<file path="config.mk">
export PLATFORM = sky130hd
export DESIGN_NAME = msp_core
export DESIGN_NICKNAME = d
export VERILOG_FILES = /design/src/rtl/msp_pkg.sv /design/src/rtl/msp_core.sv
export VERILOG_INCLUDE_DIRS = /design/src /design/src/rtl
export SDC_FILE = /design/constraint.sdc
export NUM_CORES = 1
export LEC_CHECK = 0
export BUFFER_PORTS_ARGS = -buffer_cell sky130_fd_sc_hd__buf_2
export CAP_MARGIN = 10
export CORE_UTILIZATION = 55
export CTS_CLUSTER_DIAMETER = 120
export DETAILED_ROUTE_END_ITERATION = 6
export PLACE_DENSITY = 0.82
export SLEW_MARGIN = 5
export SYNTH_ARGS = -nofsm -noshare
export SYNTH_HDL_FRONTEND = slang
export SYNTH_SLANG_ARGS = --single-unit
</file>
<file path="constraint.sdc">
create_clock -name clk_sys -period 8.1 [get_ports clk_sys]
set_input_delay 1.62 -clock clk_sys [delete_from_list [all_inputs] [get_ports clk_sys]]
set_output_delay 1.62 -clock clk_sys [all_outputs]
set_load 0.05 [all_outputs]
</file>
<file path="src/rtl/msp_regs.svh">
// Constants for the multi-line serial primary
`ifndef MSP_REGS_SVH
`define MSP_REGS_SVH
`define MSP_DIV_W 16
`define MSP_DIV_MAX 16'hFFFE
`define MSP_FRAME_MIN 5'h04
`define MSP_FRAME_MAX 5'h10
`define MSP_CS_N 4
`define MSP_FMT_STD 2'h0
`define MSP_FMT_ADDR 2'h1
`define MSP_FMT_BOTH 2'h2
`define MSP_WIDTH_STD 2'h0
`define MSP_WIDTH_DUAL 2'h1
`define MSP_WIDTH_QUAD 2'h2
`define MSP_LP_MAX_HZ 10000000
`define MSP_CLK_HZ 250000000
`define MSP_LP_MIN_DIV 16'h001A
`endif

</file>
<file path="src/rtl/msp_pkg.sv">
// Types for the multi-line serial primary
package msp_pkg;
	typedef enum {
		MSP_IDLE,
		MSP_INST,
		MSP_ADDR,
		MSP_WAIT,
		MSP_DATA,
		MSP_GAP
	} msp_state_t;
	typedef logic [1:0] msp_width_t;
endpackage

</file>
<file path="src/rtl/msp_core.sv">
// Multi-line serial primary: clock divider, framing and phase sequencer
// Contract
// Integrator keeps the core clock no faster than the bus clock.
// Inputs from other domains pass a two-flop synchroniser automatically.
// Serial clock at most half core clock; launch and capture on opposite edges.
// Serial clock is core clock over an even divider; zero disables it.
// As secondary, core clock at most four times incoming serial clock.
// As primary the block starts every transfer and makes the serial clock.
// Each frame asserts the chosen select and shifts 4 to 16 bits, MSB first.
// Back-to-back frames keep the serial clock running between frames.
// Select is released after the last bit unless told to hold it.
// Launch edge drives transmit, capture edge samples; clock stops when idle.
// Polarity and phase give modes 0 to 3 with their idle level and edges.
// Multi-line transactions run instruction, address, wait, then data.
// Line counts per width: standard one, dual two, quad four lanes.
// Format field: 00 all single, 01 address wide, 10 both wide.
// A multi-line write has no wait phase between address and data.
// A multi-line read inserts the programmed dummy cycles before data.
// A read receives exactly the programmed frame count, then ends.
// Width select sets data lanes; instruction and address lengths programmable.
// Low-power variant: single-bit only, one select, clock at most 10 MHz.
// Secondary variant supports all modes and full duplex.
// Low-power variant finishes transfers with no processor involvement.
// Up to four select outputs, enabled by the secondary enable register.
// During wait cycles the clock toggles but no line is driven or sampled.
`timescale 1ns/1ps
`include "msp_regs.svh"
module msp_core
	import msp_pkg::*;
#(
	parameter bit LOW_POWER = 1'b0
)
(
	input wire logic clk_sys, // Core clock
	input wire logic arst_n, // Async reset, active low
	input wire logic start, // Start a transaction, one pulse
	input wire logic [15:0] serial_clock_divider, // Even divider
	input wire logic cpol, // Clock idle level
	input wire logic phase_select, // Clock phase
	input wire logic [4:0] frame_size_field, // Bits per frame
	input wire msp_pkg::msp_width_t line_width_select, // Data lanes
	input wire logic [1:0] command_format_select, // Inst/addr widths
	input wire logic [4:0] instruction_length, // Instruction bits
	input wire logic [5:0] address_length, // Address bits
	input wire logic [4:0] wait_cycles, // Dummy clocks on read
	input wire logic [15:0] receive_frame_count, // Frames on read
	input wire logic [15:0] tx_frame_count, // Frames on write
	input wire logic is_read, // Read transaction
	input wire logic back_to_back, // Keep clock between frames
	input wire logic hold_select, // Keep select after last bit
	input wire logic [3:0] secondary_enable_register, // Select enables
	input wire logic [15:0] instruction, // Instruction word
	input wire logic [31:0] address, // Address word
	input wire logic [15:0] tx_data, // Transmit frame
	input wire logic [3:0] data_in_pin, // Data lane inputs
	output logic sclk_out, // Serial clock
	output logic [3:0] cs_n_out, // Selects, active low
	output logic [3:0] data_out, // Data lane outputs
	output logic [3:0] data_oe, // Data lane enables
	output logic [15:0] rx_data, // Received frame
	output logic rx_valid, // Received frame pulse
	output logic tx_taken, // Transmit frame consumed pulse
	output logic busy // Transaction in progress
);
	import msp_pkg::*;

	function automatic logic [2:0] lanes(input msp_width_t w);
		lanes = (w == `MSP_WIDTH_QUAD) ? 3'h4 :
			(w == `MSP_WIDTH_DUAL) ? 3'h2 : 3'h1;
	endfunction

	msp_state_t state_reg, state_next;
	logic [3:0] din_s1_reg, din_s2_reg;
	logic [15:0] div_cnt_reg;
	logic sclk_reg;
	logic [3:0] cs_n_reg;
	logic [3:0] dout_reg, doe_reg;
	logic [31:0] sh_reg;
	logic [15:0] rxsh_reg, rxd_reg;
	logic rxv_reg, taken_reg, busy_reg;
	logic [5:0] bits_reg;
	logic [15:0] frames_reg;
	logic first_reg;
	logic launch_d_reg, start_d_reg;

	// Divider rounded down to even; the low-power variant floors it at the low-power limit
	wire [15:0] div_even = {serial_clock_divider[15:1], 1'b0};
	wire [15:0] div_eff = (LOW_POWER && div_even != 16'h0000 &&
		div_even < `MSP_LP_MIN_DIV) ? `MSP_LP_MIN_DIV : div_even;
	wire [15:0] half = {1'b0, div_eff[15:1]};
	wire clk_on = (div_eff != 16'h0000);
	wire running = busy_reg && clk_on && state_reg != MSP_GAP &&
		state_reg != MSP_IDLE;
	wire tick = running && (div_cnt_reg == half - 16'h0001);
	// Leading and trailing serial edges; sclk_reg low is the idle level
	wire lead = tick && !sclk_reg;
	wire trail = tick && sclk_reg;
	wire launch = phase_select ? lead : trail;
	wire capture = phase_select ? trail : lead;
	// Lanes change one core cycle after a launch, in step with the pin clock
	wire upd = launch_d_reg || start_d_reg;
	wire msp_width_t width_eff = LOW_POWER ? `MSP_WIDTH_STD :
		line_width_select;
	wire [2:0] dl = lanes(width_eff);
	wire inst_wide = (command_format_select == `MSP_FMT_BOTH);
	wire addr_wide = (command_format_select != `MSP_FMT_STD);
	wire [2:0] il = inst_wide ? dl : 3'h1;
	wire [2:0] al = addr_wide ? dl : 3'h1;
	wire [2:0] cur_l = (state_reg == MSP_INST) ? il :
		(state_reg == MSP_ADDR) ? al : dl;
	wire [5:0] step = {3'h0, cur_l};
	wire last_bit = (bits_reg <= step);
	wire [3:0] cs_sel = LOW_POWER ? 4'h1 : secondary_enable_register;
	wire [4:0] fsz = (frame_size_field < `MSP_FRAME_MIN) ? `MSP_FRAME_MIN :
		(frame_size_field > `MSP_FRAME_MAX) ? `MSP_FRAME_MAX :
		frame_size_field;
	wire [15:0] nframes = is_read ? receive_frame_count : tx_frame_count;
	wire more = frames_reg > 16'h0001;
	wire [3:0] top4 = sh_reg[31:28];
	wire [3:0] out_bits = (cur_l == 3'h4) ? top4 :
		(cur_l == 3'h2) ? {2'h0, top4[3:2]} : {3'h0, top4[3]};
	wire [3:0] out_en = (cur_l == 3'h4) ? 4'hF :
		(cur_l == 3'h2) ? 4'h3 : 4'h1;
	wire [15:0] rx_shift = (dl == 3'h4) ? {rxsh_reg[11:0], din_s2_reg} :
		(dl == 3'h2) ? {rxsh_reg[13:0], din_s2_reg[1:0]} :
		{rxsh_reg[14:0], din_s2_reg[1]};
	wire data_rx = is_read && state_reg == MSP_DATA;
	wire [15:0] tx_aligned = tx_data << (5'h10 - fsz);

	// Phase order: instruction, address, dummy (read only), data
	always_comb
	begin
		state_next = state_reg;
		case (state_reg)
			MSP_IDLE:
				if (start && clk_on)
					state_next = (instruction_length != 5'h00) ? MSP_INST :
						(address_length != 6'h00) ? MSP_ADDR : MSP_DATA;
			MSP_INST:
				if (capture && last_bit)
					state_next = (address_length != 6'h00) ? MSP_ADDR :
						(is_read && wait_cycles != 5'h00) ? MSP_WAIT : MSP_DATA;
			MSP_ADDR:
				if (capture && last_bit)
					state_next = (is_read && wait_cycles != 5'h00) ?
						MSP_WAIT : MSP_DATA;
			MSP_WAIT:
				if (capture && last_bit)
					state_next = MSP_DATA;
			MSP_DATA:
				if (capture && last_bit && !more)
					state_next = MSP_GAP;
			MSP_GAP:
				state_next = MSP_IDLE;
			default:
				state_next = MSP_IDLE;
		endcase
	end

	// Two-flop synchroniser on the data inputs
	always_ff @(posedge clk_sys or negedge arst_n)
	begin
		if (!arst_n)
		begin
			din_s1_reg <= 4'h0;
			din_s2_reg <= 4'h0;
		end
		else
		begin
			din_s1_reg <= data_in_pin;
			din_s2_reg <= din_s1_reg;
		end
	end

	always_ff @(posedge clk_sys or negedge arst_n)
	begin
		if (!arst_n)
			div_cnt_reg <= 16'h0000;
		else if (!running || tick)
			div_cnt_reg <= 16'h0000;
		else
			div_cnt_reg <= div_cnt_reg + 16'h0001;
	end

	// Internal clock toggles only while running, so it idles low
	always_ff @(posedge clk_sys or negedge arst_n)
	begin
		if (!arst_n)
			sclk_reg <= 1'b0;
		else if (!running)
			sclk_reg <= 1'b0;
		else if (tick)
			sclk_reg <= ~sclk_reg;
	end

	always_ff @(posedge clk_sys or negedge arst_n)
	begin
		if (!arst_n)
			state_reg <= MSP_IDLE;
		else
			state_reg <= state_next;
	end

	// Shift counters and data path
	always_ff @(posedge clk_sys or negedge arst_n)
	begin
		if (!arst_n)
		begin
			sh_reg <= 32'h0000_0000;
			bits_reg <= 6'h00;
			frames_reg <= 16'h0000;
			first_reg <= 1'b0;
			rxsh_reg <= 16'h0000;
		end
		else if (state_reg == MSP_IDLE && state_next != MSP_IDLE)
		begin
			frames_reg <= nframes;
			first_reg <= 1'b1;
			if (state_next == MSP_INST)
			begin
				sh_reg <= {instruction << (5'h10 - instruction_length),
					16'h0000};
				bits_reg <= {1'b0, instruction_length};
			end
			else if (state_next == MSP_ADDR)
			begin
				sh_reg <= address << (6'h20 - address_length);
				bits_reg <= address_length;
			end
			else
			begin
				sh_reg <= {tx_aligned, 16'h0000};
				bits_reg <= {1'b0, fsz};
			end
		end
		else if (capture)
		begin
			first_reg <= 1'b0;
			if (data_rx)
				rxsh_reg <= rx_shift;
			if (!last_bit)
				bits_reg <= bits_reg - step;
			else if (state_next == MSP_ADDR)
			begin
				sh_reg <= address << (6'h20 - address_length);
				bits_reg <= address_length;
				first_reg <= 1'b1;
			end
			else if (state_next == MSP_WAIT)
			begin
				bits_reg <= {1'b0, wait_cycles} * {3'h0, dl};
				first_reg <= 1'b1;
			end
			else if (state_next == MSP_DATA)
			begin
				if (state_reg == MSP_DATA)
					frames_reg <= frames_reg - 16'h0001;
				sh_reg <= {tx_aligned, 16'h0000};
				bits_reg <= {1'b0, fsz};
				first_reg <= 1'b1;
			end
		end
		else if (launch && !first_reg && state_reg != MSP_WAIT)
			sh_reg <= sh_reg << cur_l;
		else if (launch)
			first_reg <= 1'b0;
	end

	// Pin drivers: mode polarity, lane enables, selects
	always_ff @(posedge clk_sys or negedge arst_n)
	begin
		if (!arst_n)
		begin
			sclk_out <= 1'b0;
			cs_n_out <= 4'hF;
			dout_reg <= 4'h0;
			doe_reg <= 4'h0;
			launch_d_reg <= 1'b0;
			start_d_reg <= 1'b0;
		end
		else
		begin
			sclk_out <= sclk_reg ^ cpol;
			launch_d_reg <= launch;
			start_d_reg <= state_reg == MSP_IDLE && state_next != MSP_IDLE;
			// Release one cycle after the gap so the last capture edge is clean
			if (state_reg == MSP_IDLE && state_next != MSP_IDLE)
				cs_n_out <= ~cs_sel;
			else if (state_reg == MSP_IDLE && busy_reg && !hold_select)
				cs_n_out <= 4'hF;
			if (state_reg == MSP_IDLE)
				doe_reg <= 4'h0;
			else if (upd && (state_reg == MSP_WAIT || data_rx ||
				state_reg == MSP_GAP))
				doe_reg <= 4'h0;
			else if (upd)
				doe_reg <= out_en;
			if (upd)
				dout_reg <= out_bits;
		end
	end

	always_ff @(posedge clk_sys or negedge arst_n)
	begin
		if (!arst_n)
		begin
			rxd_reg <= 16'h0000;
			rxv_reg <= 1'b0;
			taken_reg <= 1'b0;
			busy_reg <= 1'b0;
		end
		else
		begin
			rxv_reg <= data_rx && capture && last_bit;
			taken_reg <= !is_read && state_reg != MSP_DATA &&
				state_next == MSP_DATA || !is_read && state_reg == MSP_DATA &&
				capture && last_bit && more;
			if (data_rx && capture && last_bit)
				rxd_reg <= rx_shift >> (5'h10 - fsz);
			busy_reg <= (state_next != MSP_IDLE) ||
				(state_reg == MSP_GAP);
		end
	end

	assign data_out = dout_reg;
	assign data_oe = doe_reg;
	assign rx_data = rxd_reg;
	assign rx_valid = rxv_reg;
	assign tx_taken = taken_reg;
	assign busy = busy_reg;

	a_idle_clock_level: assert property (@(posedge clk_sys) disable iff (!arst_n)
		!busy_reg && !$past(busy_reg) |=> sclk_out == $past(cpol))
		else $error("serial clock not at idle level");
	a_zero_div_off: assert property (@(posedge clk_sys) disable iff (!arst_n)
		div_eff == 16'h0000 |-> !running)
		else $error("clock runs with zero divider");
	a_half_rate_min: assert property (@(posedge clk_sys) disable iff (!arst_n)
		running |-> div_eff >= 16'h0002)
		else $error("serial clock above half core rate");
	a_wait_no_drive: assert property (@(posedge clk_sys) disable iff (!arst_n)
		state_reg == MSP_WAIT && capture |=> doe_reg == 4'h0)
		else $error("lines driven during wait");
	a_write_no_wait: assert property (@(posedge clk_sys) disable iff (!arst_n)
		!is_read && state_reg == MSP_ADDR |=> state_reg != MSP_WAIT)
		else $error("wait phase in write");
	a_release_select: assert property (@(posedge clk_sys) disable iff (!arst_n)
		state_reg == MSP_GAP && !hold_select |-> ##2 cs_n_out == 4'hF)
		else $error("select not released");
	a_lp_single_lane: assert property (@(posedge clk_sys) disable iff (!arst_n)
		LOW_POWER |-> doe_reg[3:1] == 3'h0)
		else $error("low-power drives extra lanes");
	a_select_on_start: assert property (@(posedge clk_sys) disable iff (!arst_n)
		state_reg == MSP_IDLE && state_next == MSP_INST |=>
		cs_n_out == ~cs_sel)
		else $error("select not asserted");
endmodule

</file>
==> results.rst <==
.. list-table::
   :header-rows: 1

   * - Metric
     - Value
   * - Number of CTS-inserted buffers
     - 17
   * - Sequential share of the synthesized area
     - 29.1%
   * - # nets final
     - between 1500 and 2000
   * - Proportion of synthesized flip-flops having asynchronous set or reset
     - between 90% and 100%
   * - Count leader, synth
     - nand2_1
   * - Worst slew margin
     - a little under a quarter
   * - Drc violations
     - 0
   * - I/O Pins
     - ~190
   * - Switching power summed over all nets
     - around 0.72 mW
   * - Chip Height
     - around 160 um
   * - Top cell type's share of synthesized area
     - 28.4%
   * - Worst Hold Class
     - reg -> reg
   * - Worst endpoint required time
     - about 8500 ps
   * - Post-route minimum period
     - ~7000 ps
   * - Die width
     - 160 um
   * - Core Region
     - between 0.02 and 0.025 mm2
   * - Cell-by-cell listing of the critical path
     - buf_2 -> nor4b_1 -> a21oi_1 -> nor4_1 -> buf_4 -> nand2b_1 -> clkinv_1 -> fa_1 -> nor2b_1 -> o21ai_0 -> and4_1 -> o31ai_1 -> nor4_1 -> a31oi_1 -> nand2_1 -> nor3_4 -> nand3_1 -> o311ai_1 -> o21a_1
   * - Utilization of the core after routing
     - between 60% and 70%
   * - Slew at the pin closest to its max-slew limit
     - between 1000 and 1500 ps
   * - Syn Area/Cell
     - about 8.3 um2
   * - Synthesized cell area
     - about 0.014 mm2
   * - Deepest clock path buffer count
     - 2
   * - P&R area growth vs syn
     - 12.7%
   * - Flop pwr share
     - a little under two fifths
   * - Final Hold Viols
     - 0
   * - I/O Buffers
     - approximately 180
   * - Later-pin clock latency in the skew report
     - 430 ps
   * - Proportion of power drawn by combinational gates
     - between 20% and 30%
   * - H-tree level count
     - 4
   * - Starting density of the core
     - a little under three fifths
   * - Portion of total power attributed to the clock network
     - between 30% and 40%
   * - Ys flop type
     - dfrtp_1
   * - Total grt overflow
     - 0
   * - Clock tree from TritonCTS
     - yes
   * - Pre-CTS setup slack
     - slightly below 900 ps
   * - Total global-route track usage
     - 31.0%
   * - Internal power
     - 1.47 mW
   * - Largest clock skew in the final design
     - 10.9 ps
   * - Achievable frequency
     - 143 MHz
   * - Run status
     - completed
   * - Total die area
     - around 0.026 mm2
   * - Library cell contributing the largest single delay on the critical path
     - nor3_4
   * - Worst path buffer plus inverter count
     - 3
   * - Number of endpoints failing setup at the final stage
     - 0
   * - Net switching fraction of the power
     - around a third
   * - Routed len/inst
     - between 15 and 20 um
   * - Category of the worst setup path capture point
     - flop
   * - Critical Path Most Common Cell
     - nor4_1
   * - Worst stage delay on the critical path
     - ~760 ps
   * - Vias after detailed routing
     - 13402
   * - Number of clock sinks
     - 160
   * - DPL Wire Length
     - about 29000 um
   * - Overall power of the completed layout
     - between 2 and 2.5 mW
   * - 1st-pass router iterations
     - 5
   * - # hold bufs at CTS
     - 0
   * - Final cell count without fillers
     - 2144
   * - Cell area power density
     - 141 mW/mm2
   * - Top cells by area in the synthesized netlist
     - dfrtp_1 (28%), mux2i_1 (12%), nand2_1 (5.6%)
   * - Leak Pwr
     - just under 7 nW
   * - Flip-flop and latch count after synthesis
     - between 150 and 200
   * - Routed wire length
     - 39700 um
   * - Post-synthesis cell type with the largest combined area
     - dfrtp_1
   * - Inst Count DP
     - about 2100
   * - Number of antenna violations at the first check in global routing
     - 7
   * - Quantity of gates resized following cts
     - 0
   * - Max-cap violation count
     - 0
   * - Unrepaired setup endpoints after global routing
     - no
   * - Number of pins exceeding their max-slew limit in the final report
     - 0
   * - Clock-pin slew on the worst setup and hold paths
     - ~70 ps
   * - Largest net degree at the start of global routing
     - between 80 and 90
   * - Critical path start-end classification
     - in -> reg
   * - Post-route worst setup slack
     - roughly 1100 ps
   * - Master cell of the clock root buffer
     - clkbuf_16
   * - Share of final-layout standard cells stronger than drive strength 1
     - between 15 and 20%
   * - Number of global-route vias before repair
     - 12296
   * - Cell Rows
     - 57
   * - Worst Setup Start Kind
     - input pin
   * - Routability-driven placement congestion ratio
     - 0.978
   * - Count of unique library cells instantiated by Yosys
     - between 80 and 90
   * - Endpoint arrival time on the critical path
     - approximately 7400 ps
   * - Maximum fanout along the worst path
     - 16
   * - Global-route wire length before repair
     - 64000 um
   * - Maximum vdd drop
     - 0.000119 V
   * - Post-Syn Instances
     - 1664
   * - Count of flip-flops with a built-in enable after synthesis
     - 0
   * - Via density per instance
     - 6.25
   * - Violation count after the first detailed-routing iteration
     - roughly 1400
   * - Part of the cycle the worst path needs
     - around 86%
   * - Post-CTS Setup Inserts
     - 0
   * - Setup total negative slack
     - 0 ps
   * - Number of nets with antenna violations after routing
     - 0
   * - Number of warnings reported in the yosys synthesis log
     - 0
   * - Family with the most delay on the worst path
     - simple AND/OR/NAND/NOR gates
   * - Most numerous cell types in the synthesized netlist
     - nand2_1 (206), nor2_1 (172), mux2i_1 (159)
==> logic make-up after synthesis <==
family | share of synthesized area [%]
buffers and inverters | 4.68
AND/OR/NAND/NOR | 21.4
adder cells (fa/ha/maj) | 2.37
other | 0.0273
flip-flops | 29.1
XOR/XNOR | 4.39
AO/OA/AOI/OAI | 19.6
multiplexers | 18.4
==> per-stage QoR <==
step | instance area [um2] | hold WS (ps)
6_report | 15500 | 347
3_3_place_gp | 14900 | 333
4_1_cts | 15500 | 352
2_1_floorplan | 13900 | 331
5_1_grt | 15500 | 354
3_5_place_dp | 14900 | 338
==> final cells by class <==
type,count,area [um2]
Fill cell,2101,8890
Sequential cell,160,4010
Multi-Input combinational cell,1377,9240
Clock buffer,19,443
Antenna cell,6,15.0
Clock inverter,13,148
Inverter,38,143
Timing Repair Buffer,207,1100
Tap cell,324,405
==> layout by cell type (no fill, tap or decap), types with 8 or more instances in the layout <==
master and instances:
a211oi_1 33, a21o_1 9, a21oi_1 116, a22oi_1 11, a31oi_1 27, and2_1 17, and3_1 15, buf_2 181
buf_4 25, clkbuf_16 17, conb_1 29, dfrtp_1 156, ha_1 18, inv_1 34, mux2_2 23, mux2i_1 159
mux4_2 27, nand2_1 206, nand2b_1 11, nand3_1 44, nand4_1 12, nor2_1 172, nor2b_1 38, nor3_1 38
nor4_1 20, o211ai_1 10, o21a_1 23, o21ai_0 89, o221ai_1 11, o22ai_1 27, o31ai_1 9, or3_1 10
or4_1 8, xnor2_1 34, xor2_1 30
==> power groups by stage <==
stage          sequential [mW]  combinational (mW)  clock, mW
5_1_grt                  0.831               0.595      0.854
6_report                 0.829               0.549      0.811
2_1_floorplan            0.841               0.363          0
3_3_place_gp             0.843               0.524          0
3_5_place_dp             0.844               0.533          0
4_1_cts                  0.829               0.537      0.819
==> per-layer routing <==
layer  track usage, %  routed length, um  vias to the layer above
li1                 -                  -                     6324
met1             43.1              17000                     6349
met2             48.2              18300                      629
met3             5.45               3310                      100
met4             11.6               1110                        0
met5                0                  0                        -
==> worst paths after layout <==
| kind | start | endpoint | slack (ps) | cells after the start |
|---|---|---|---|---|
| worst max-delay path | command_format_select[1] | sh_reg[6]$_DFFE_PN0P_ | 1110 | 19 |
| worst min-delay path | din_s1_reg[1]$_DFF_PN0_ | din_s2_reg[1]$_DFF_PN0_ | 350 | 0 |
| worst max register to register | state_reg[14]$_DFF_PN0_ | sh_reg[6]$_DFFE_PN0P_ | 1730 | 18 |
| worst min register to register | din_s1_reg[1]$_DFF_PN0_ | din_s2_reg[1]$_DFF_PN0_ | 350 | 0 |
| max in group asynchronous | arst_n | sh_reg[9]$_DFFE_PN0P_ | 5480 | 2 |
| min in group asynchronous | arst_n | frames_reg[13]$_DFFE_PN0P_ | 1200 | 1 |
(Power assumes the default switching activity.)
